## src/verilog/anpr_pkg.sv

```systemverilog
`default_nettype none
package anpr_pkg;
	// ****************************************
	// register offsets
	// ****************************************
	localparam logic [15:0] ANPR_OFF_LP_LOW   = 16'h0013;
	localparam logic [15:0] ANPR_OFF_LP_MID   = 16'h0014;
	localparam logic [15:0] ANPR_OFF_LP_HIGH  = 16'h0015;
	localparam logic [15:0] ANPR_OFF_NP_LOW   = 16'h0016;
	localparam logic [15:0] ANPR_OFF_NP_MID   = 16'h0017;
	localparam logic [15:0] ANPR_OFF_NP_HIGH  = 16'h0018;

	// ****************************************
	// reset values
	// ****************************************
	localparam logic [15:0] ANPR_RST_LP_LOW   = 16'h0001;
	localparam logic [15:0] ANPR_RST_LP_MID   = 16'h0000;
	localparam logic [15:0] ANPR_RST_LP_HIGH  = 16'h0000;
	localparam logic [15:0] ANPR_RST_NP_LOW   = 16'h2000;
	localparam logic [15:0] ANPR_RST_NP_MID   = 16'h0000;
	localparam logic [15:0] ANPR_RST_NP_HIGH  = 16'h0000;
	localparam logic [15:0] ANPR_ZERO16       = 16'h0000;
	localparam logic [4:0]  ANPR_SELECTOR     = 5'h01;

	// ****************************************
	// field positions
	// ****************************************
	localparam int ANPR_MORE_BIT   = 15;
	localparam int ANPR_RSVD_BIT   = 14;
	localparam int ANPR_MSG_BIT    = 13;
	localparam int ANPR_COMPLY_BIT = 12;
	localparam int ANPR_TOGGLE_BIT = 11;
	localparam int ANPR_SEL_HI     = 4;
	localparam int ANPR_SEL_LO     = 0;
	localparam int ANPR_WORD_W     = 16;
	localparam int ANPR_PAGE_W     = 48;
	localparam int ANPR_SEL_W      = 5;
	localparam int ANPR_LOW_LSB    = 0;
	localparam int ANPR_MID_LSB    = 16;
	localparam int ANPR_HIGH_LSB   = 32;

	// write mask of the low transmit register: reserved and toggle kept out
	localparam logic [15:0] ANPR_NP_LOW_WMASK = 16'hB7FF;
endpackage
`default_nettype wire

```

## src/verilog/anpr_regs.sv

```systemverilog
// Operation
// - partner low bit15 shows received more-pages flag
// - partner low bit14 shows received acknowledge
// - partner low bit13 shows received remote fault
// - partner low bits12:10 show pause capabilities
// - partner low bits9:5 show echoed nonce
// - partner selector field always reads 00001
// - partner mid bits15:8 hold page 31:24
// - partner mid bit7 holds page bit 23
// - partner mid bits6:5 hold page 22:21
// - partner mid bits4:0 hold sent nonce
// - partner high bit15 holds FEC request
// - partner high bit14 holds FEC capability
// - partner high bits13:0 hold page 45:32
// - transmit low bit15 writable, reset zero, sent
// - transmit low bit13 writable, reset one, sent
// - transmit low bit12 writable, reset zero, sent
// - toggle made by logic; bit11 only readback
// - transmit low bits10:0 writable, sent
// - transmit mid register sent as bits 31:16
// - transmit high register sent as bits 47:32
// - partner registers reset to 0001, 0000, 0000
`timescale 1ns/1ps
`default_nettype none
module anpr_regs
	import anpr_pkg::*;
(
	input  wire logic        clk_sys,
	input  wire logic        reset,
	input  wire logic [15:0] reg_addr,
	input  wire logic        reg_wr_en,
	input  wire logic [15:0] reg_wdata,
	input  wire logic        reg_rd_en,
	output var  logic [15:0] reg_rdata_reg,
	output var  logic        reg_rd_valid_reg,
	input  wire logic [47:0] rx_page,
	input  wire logic        rx_page_valid,
	input  wire logic        tx_page_sent,
	output var  logic [47:0] tx_np_word_reg
);

	// ****************************************
	// decode
	// ****************************************
	function automatic logic hit(input logic [15:0] a, input logic [15:0] o);
		hit = (a == o);
	endfunction

	// one 16-bit register word out of a 48-bit page
	function automatic logic [15:0] word_of(input logic [47:0] w,
		input int lsb);
		word_of = w[lsb +: ANPR_WORD_W];
	endfunction

	logic [15:0] lp_low_reg;
	logic [15:0] lp_mid_reg;
	logic [15:0] lp_high_reg;
	logic [15:0] snap_mid_reg;
	logic [15:0] snap_high_reg;
	logic        toggle_shadow_reg;
	logic [15:0] rdata_next;

	wire logic wr_np_low  = reg_wr_en && hit(reg_addr, ANPR_OFF_NP_LOW);
	wire logic wr_np_mid  = reg_wr_en && hit(reg_addr, ANPR_OFF_NP_MID);
	wire logic wr_np_high = reg_wr_en && hit(reg_addr, ANPR_OFF_NP_HIGH);
	wire logic rd_lp_low  = reg_rd_en && hit(reg_addr, ANPR_OFF_LP_LOW);

	// ****************************************
	// received base page capture
	// ****************************************
	always_ff @(posedge clk_sys) begin
		if (reset) begin
			lp_low_reg  <= ANPR_RST_LP_LOW;
			lp_mid_reg  <= ANPR_RST_LP_MID;
			lp_high_reg <= ANPR_RST_LP_HIGH;
		end else if (rx_page_valid) begin
			lp_low_reg  <= {rx_page[ANPR_MORE_BIT:ANPR_SEL_W],
				ANPR_SELECTOR};
			lp_mid_reg  <= word_of(rx_page,
				ANPR_MID_LSB);
			lp_high_reg <= word_of(rx_page,
				ANPR_HIGH_LSB);
		end
	end

	// ****************************************
	// snapshot on low read
	// ****************************************
	always_ff @(posedge clk_sys) begin
		if (reset) begin
			snap_mid_reg  <= ANPR_RST_LP_MID;
			snap_high_reg <= ANPR_RST_LP_HIGH;
		end else if (rd_lp_low) begin
			snap_mid_reg  <= lp_mid_reg;
			snap_high_reg <= lp_high_reg;
		end
	end

	// ****************************************
	// next page transmit word
	// ****************************************
	always_ff @(posedge clk_sys) begin
		if (reset) begin
			tx_np_word_reg <= {ANPR_RST_NP_HIGH, ANPR_RST_NP_MID,
				ANPR_RST_NP_LOW};
		end else begin
			if (wr_np_low) begin
				tx_np_word_reg[ANPR_LOW_LSB +: ANPR_WORD_W] <=
					(reg_wdata & ANPR_NP_LOW_WMASK) |
					(word_of(tx_np_word_reg, ANPR_LOW_LSB) &
					~ANPR_NP_LOW_WMASK);
				tx_np_word_reg[ANPR_TOGGLE_BIT] <=
					tx_np_word_reg[ANPR_TOGGLE_BIT] ^ tx_page_sent;
			end else if (tx_page_sent) begin
				tx_np_word_reg[ANPR_TOGGLE_BIT] <=
					~tx_np_word_reg[ANPR_TOGGLE_BIT];
			end
			if (wr_np_mid)
				tx_np_word_reg[ANPR_MID_LSB +: ANPR_WORD_W] <=
					reg_wdata;
			if (wr_np_high)
				tx_np_word_reg[ANPR_HIGH_LSB +: ANPR_WORD_W] <=
					reg_wdata;
		end
	end

	// toggle shadow keeps only what software wrote
	always_ff @(posedge clk_sys) begin
		if (reset)
			toggle_shadow_reg <= 1'b0;
		else if (wr_np_low)
			toggle_shadow_reg <= reg_wdata[ANPR_TOGGLE_BIT];
	end

	// ****************************************
	// read path
	// ****************************************
	always_comb begin
		rdata_next = ANPR_ZERO16;
		if (hit(reg_addr, ANPR_OFF_LP_LOW))
			rdata_next = {lp_low_reg[ANPR_MORE_BIT:ANPR_SEL_W],
				ANPR_SELECTOR};
		else if (hit(reg_addr, ANPR_OFF_LP_MID))
			rdata_next = snap_mid_reg;
		else if (hit(reg_addr, ANPR_OFF_LP_HIGH))
			rdata_next = snap_high_reg;
		else if (hit(reg_addr, ANPR_OFF_NP_LOW)) begin
			rdata_next = word_of(tx_np_word_reg, ANPR_LOW_LSB);
			rdata_next[ANPR_TOGGLE_BIT] = toggle_shadow_reg;
			rdata_next[ANPR_RSVD_BIT] = 1'b0;
		end else if (hit(reg_addr, ANPR_OFF_NP_MID))
			rdata_next = word_of(tx_np_word_reg, ANPR_MID_LSB);
		else if (hit(reg_addr, ANPR_OFF_NP_HIGH))
			rdata_next = word_of(tx_np_word_reg, ANPR_HIGH_LSB);
	end

	always_ff @(posedge clk_sys) begin
		if (reset) begin
			reg_rdata_reg    <= ANPR_ZERO16;
			reg_rd_valid_reg <= 1'b0;
		end else begin
			reg_rd_valid_reg <= reg_rd_en;
			if (reg_rd_en)
				reg_rdata_reg <= rdata_next;
		end
	end
endmodule // anpr_regs
`default_nettype wire

```

## config.mk

```make
export PLATFORM = sky130hd
export DESIGN_NAME = anpr_regs
export DESIGN_NICKNAME = d
export VERILOG_FILES = /design/src/verilog/anpr_pkg.sv /design/src/verilog/anpr_regs.sv
export SDC_FILE = /design/constraint.sdc
export NUM_CORES = 1
export LEC_CHECK = 0
export BUFFER_PORTS_ARGS = -buffer_cell sky130_fd_sc_hd__buf_4
export CORE_AREA = 2 2 112 114
export DETAILED_ROUTE_END_ITERATION = 8
export DIE_AREA = 0 0 114 116
export PLACE_DENSITY_LB_ADDON = 0.3
export SLEW_MARGIN = 20
export SYNTH_ARGS = -nofsm -noshare
export SYNTH_HDL_FRONTEND = slang
export SYNTH_SLANG_ARGS = --single-unit
```

## constraint.sdc

```tcl
create_clock -name clk_sys -period 2.5 [get_ports clk_sys]
set_clock_uncertainty 0.05 [all_clocks]
set_input_delay 0.5 -clock clk_sys [delete_from_list [all_inputs] [get_ports clk_sys]]
set_output_delay 0.5 -clock clk_sys [all_outputs]
set_load 0.01 [all_outputs]
```

==> results.yml <==
outcome:
  status: "complete, no violations"
routing:
  wl_mm: 17.0
  routed-wl-met3_mm: 1.17
  number_of_drc_markers_after_the_initial_detailed_route_iteration: 534
  drt_first_pass_iters: 5
  detail-route-antenna-nets: 0
  topRoutingLayerUsed: "met4"
  drc_errors: 0
  drt-wirelength-per-cell_um: 16.7
  vias: 5593
  detailroute.wirelength.met2_mm: 8.24
  post_drt_via_cell_ratio: 5.51
  met1_length_mm: 7.37
clock_network:
  cts_tree: "built"
  cts-root-buf: "sky130_fd_sc_hd__clkbuf_16"
  cts_setup_buffers: 0
  maximum_clock_path_buffer_count: 2
  cts.hold.buffers_added: 0
  cts.sink_count: 140
  cts-resized-gates: 0
  clock_latency_on_the_worst_skew_pair_ns: 0.42
  cts_htree_levels: 4
  clkSlewWorstSetupHoldPaths_ns: 0.06
  tritoncts.num_buffers: 17
synth:
  synth.cell_area_sq_mm: 0.00619
  post_synth_main_area_contributors: "sky130_fd_sc_hd__dfxtp_1 45%, sky130_fd_sc_hd__nand2_1 9.0%, sky130_fd_sc_hd__mux2i_1 7.6%"
  synth-warning-count: 0
  postSynthNetCount: 785
  syn_area_per_cell_sq_um: 8.86
  synth.yosys.seq_area_share_pct: 45.3
  cell_count_after_synthesis: 699
  flip_flop_and_latch_count_after_synthesis: 140
  asyncSetResetFlopFracSynth_pct: 0
  synth_common_cells: "149 x sky130_fd_sc_hd__nand2_1, 140 x sky130_fd_sc_hd__dfxtp_1, 54 x sky130_fd_sc_hd__nor2_1, 49 x sky130_fd_sc_hd__a21oi_1, 49 x sky130_fd_sc_hd__a21oi_2"
  yosysUniqueCellTypes: 52
  synthDominantCellAreaShare_pct: 45.3
  synth_largest_area_cell: "sky130_fd_sc_hd__dfxtp_1"
  synth_top_flop_cell: "sky130_fd_sc_hd__dfxtp_1"
  synth_most_common_cell: "sky130_fd_sc_hd__nand2_1"
  synth_edf_count: 0
placement:
  portBuffers: 144
  place_congestion: 0.880
  placedInstanceArea_sq_mm: 0.00753
  dpl_worst_slack_ns: -0.0364
  hpwlAfterDp_mm: 12.6
cells_and_area:
  final_nets: 942
  area_growth_synth_to_finish_pct: 30.6
  layout.cell_area.non_filler_sq_mm: 0.00809
  antenna_cells_inserted: 0
  sequential_cell_area_sq_mm: 0.00280
  layout.filler_cells: 952
  multi_input_comb_area_sq_mm: 0.00305
  ratio_of_cells_with_drive_above_1_in_the_final_layout_pct: 36.1
  flip_flop_count_of_the_largest_register_all_copies_and_words_added: 47
floorplanning:
  die_h_um: 116
  core_area_sq_mm: 0.0119
  std_cell_rows: 40
  fp.dieArea_sq_mm: 0.0132
  boundaryPins: 151
  initial_cell_density_of_the_core_pct: 52.0
  die_w_um: 114
grt:
  gr-usage-all-layers_pct: 25.7
  grt_first_pass_wirelength_mm: 26.5
  grt_remaining_overflow: 0
  first_global_vias: 5286
  grt_start_max_net_pins: 97
  grt_antenna_before_repair: 0
job:
  max_capacitance_violation_total: 0
power_and_ir_drop:
  share_clk_of_total_power_pct: 46.8
  power_leakage_nw: 3.21
  seq_power_share_pct: 46.1
  power_density_mw_per_mm2: 619
  switching_share_pct: 23.1
  netSwitchingPower_w: 0.00115
  power_frac_comb_pct: 7.2
  power.internal_w: 0.00385
  power.ir.vdd_worst_v: 0.000498
sta:
  timing.final.hold_violations: 0
  fin_crit_sh_pct: 86.3
  timing.max_slew.rel_slack_pct: 51.3
  layout_setup_ws_ns: 0.344
  final.setup.tns_ns: 0
  unrepaired_setup_endpoints_after_global_routing: "no"
  max_freq_mhz: 464
  slew_violations: 0
  final_critical_path_required_period_ns: 2.16
  finalSetupViolations: 0
  tightest_slew_ns: 0.731
setup_path:
  worst-r2r-setup-slack_ns: 1.03
  crit_path_end_kind: "register"
  worst_setup_path_start_kind: "primary input"
  critical_path.max_fanout: 4
  cp_data_required_time_ns: 2.79
  worstPathArrival_ns: 2.45
  timing.setup.critical_path_class: "primary input to register"
worst_hold_path:
  hold_path_class: "primary input to register"
[placed cells by master, fill, tap and decap left out, types with 3 or more instances in the layout]
master and n:
sky130_fd_sc_hd__mux2i_1 47, sky130_fd_sc_hd__o2bb2ai_1 8, sky130_fd_sc_hd__clkbuf_16 17, sky130_fd_sc_hd__a221oi_1 4, sky130_fd_sc_hd__a31oi_1 4, sky130_fd_sc_hd__and2_1 6
sky130_fd_sc_hd__a21oi_1 49, sky130_fd_sc_hd__nor2_1 54, sky130_fd_sc_hd__buf_4 188, sky130_fd_sc_hd__buf_12 3, sky130_fd_sc_hd__nor4_4 4, sky130_fd_sc_hd__inv_1 7
sky130_fd_sc_hd__nand2_1 149, sky130_fd_sc_hd__a21oi_2 49, sky130_fd_sc_hd__o21ai_1 3, sky130_fd_sc_hd__a32oi_1 3, sky130_fd_sc_hd__dfxtp_1 140, sky130_fd_sc_hd__nand2_2 30
sky130_fd_sc_hd__a22oi_1 19, sky130_fd_sc_hd__clkinvlp_4 4, sky130_fd_sc_hd__clkinv_2 6, sky130_fd_sc_hd__o21ai_0 14, sky130_fd_sc_hd__o211ai_1 8, sky130_fd_sc_hd__a21o_1 4
sky130_fd_sc_hd__nand3_1 7, sky130_fd_sc_hd__nor2b_1 4, sky130_fd_sc_hd__o21bai_1 3
[power groups by stage]
stage	Sequential [W]	Clock (W)	Combinational, W
after CTS	0.00231	0.00236	0.000356
final	0.00231	0.00234	0.000359
after global routing	0.00231	0.00246	0.000386
after detailed placement	0.00235	0	0.000355
after global placement	0.00235	0	0.000344
after floorplan	0.00235	0	0.000183
[logic make-up after synthesis]
logic type | share of synthesized area (%)
flip-flops | 45.3
XOR/XNOR | 0.283
buffers and inverters | 5.46
AND/OR/NAND/NOR | 21.5
AO/OA/AOI/OAI | 19.8
other | 0.0606
multiplexers | 7.60
[worst paths after layout]
kind | to | from | cells after the start
worst max-delay path | reg_rdata_reg[14]$_SDFFE_PP0P_ | reg_addr[11] | 7
worst min-delay path | lp_high_reg[5]$_SDFFE_PP0P_ | rx_page[37] | 3
worst max register to register | reg_rdata_reg[6]$_SDFFE_PP0P_ | tx_np_word_reg[6]$_SDFFE_PP0P_ | 6
worst min register to register | snap_mid_reg[10]$_SDFFE_PP0P_ | lp_mid_reg[10]$_SDFFE_PP0P_ | 2
[per-layer routing]
metal  global-route usage (%)  vias up
li1                         -     2722
met1                     32.8     2630
met2                     43.0      222
met3                     6.12       19
met4                     8.37        0
met5                        0        -
[per-stage QoR]
stage                     total power (W)  utilization, %  std cells  hold WS (ns)
after global routing              0.00516            67.9       1015         0.261
after CTS                         0.00502            67.9       1015         0.256
after floorplan                   0.00253               -        699         0.382
after detailed placement          0.00271            63.3        984         0.401
final                             0.00500            67.9       1015         0.268
after global placement            0.00270            63.3        984         0.396
[layout make-up]
cell class | count | share of cell area (%)
multi-input cells | 499 | 37.7
flip-flops and latches | 140 | 34.7
repair buffers | 191 | 18.2
clock buffers | 19 | 5.60
well taps | 147 | 2.27
clock inverters | 12 | 1.22
inverters | 7 | 0.325
[worst max-delay path, stage by stage]
cell and delay (ns):
sky130_fd_sc_hd__buf_4 0.11, sky130_fd_sc_hd__or4_1 0.68, sky130_fd_sc_hd__buf_4 0.24, sky130_fd_sc_hd__nor4_4 0.26, sky130_fd_sc_hd__a2bb2oi_1 0.12, sky130_fd_sc_hd__or3_1 0.37, sky130_fd_sc_hd__a21oi_1 0.17
Note: power is estimated with default switching activity, not from simulation.
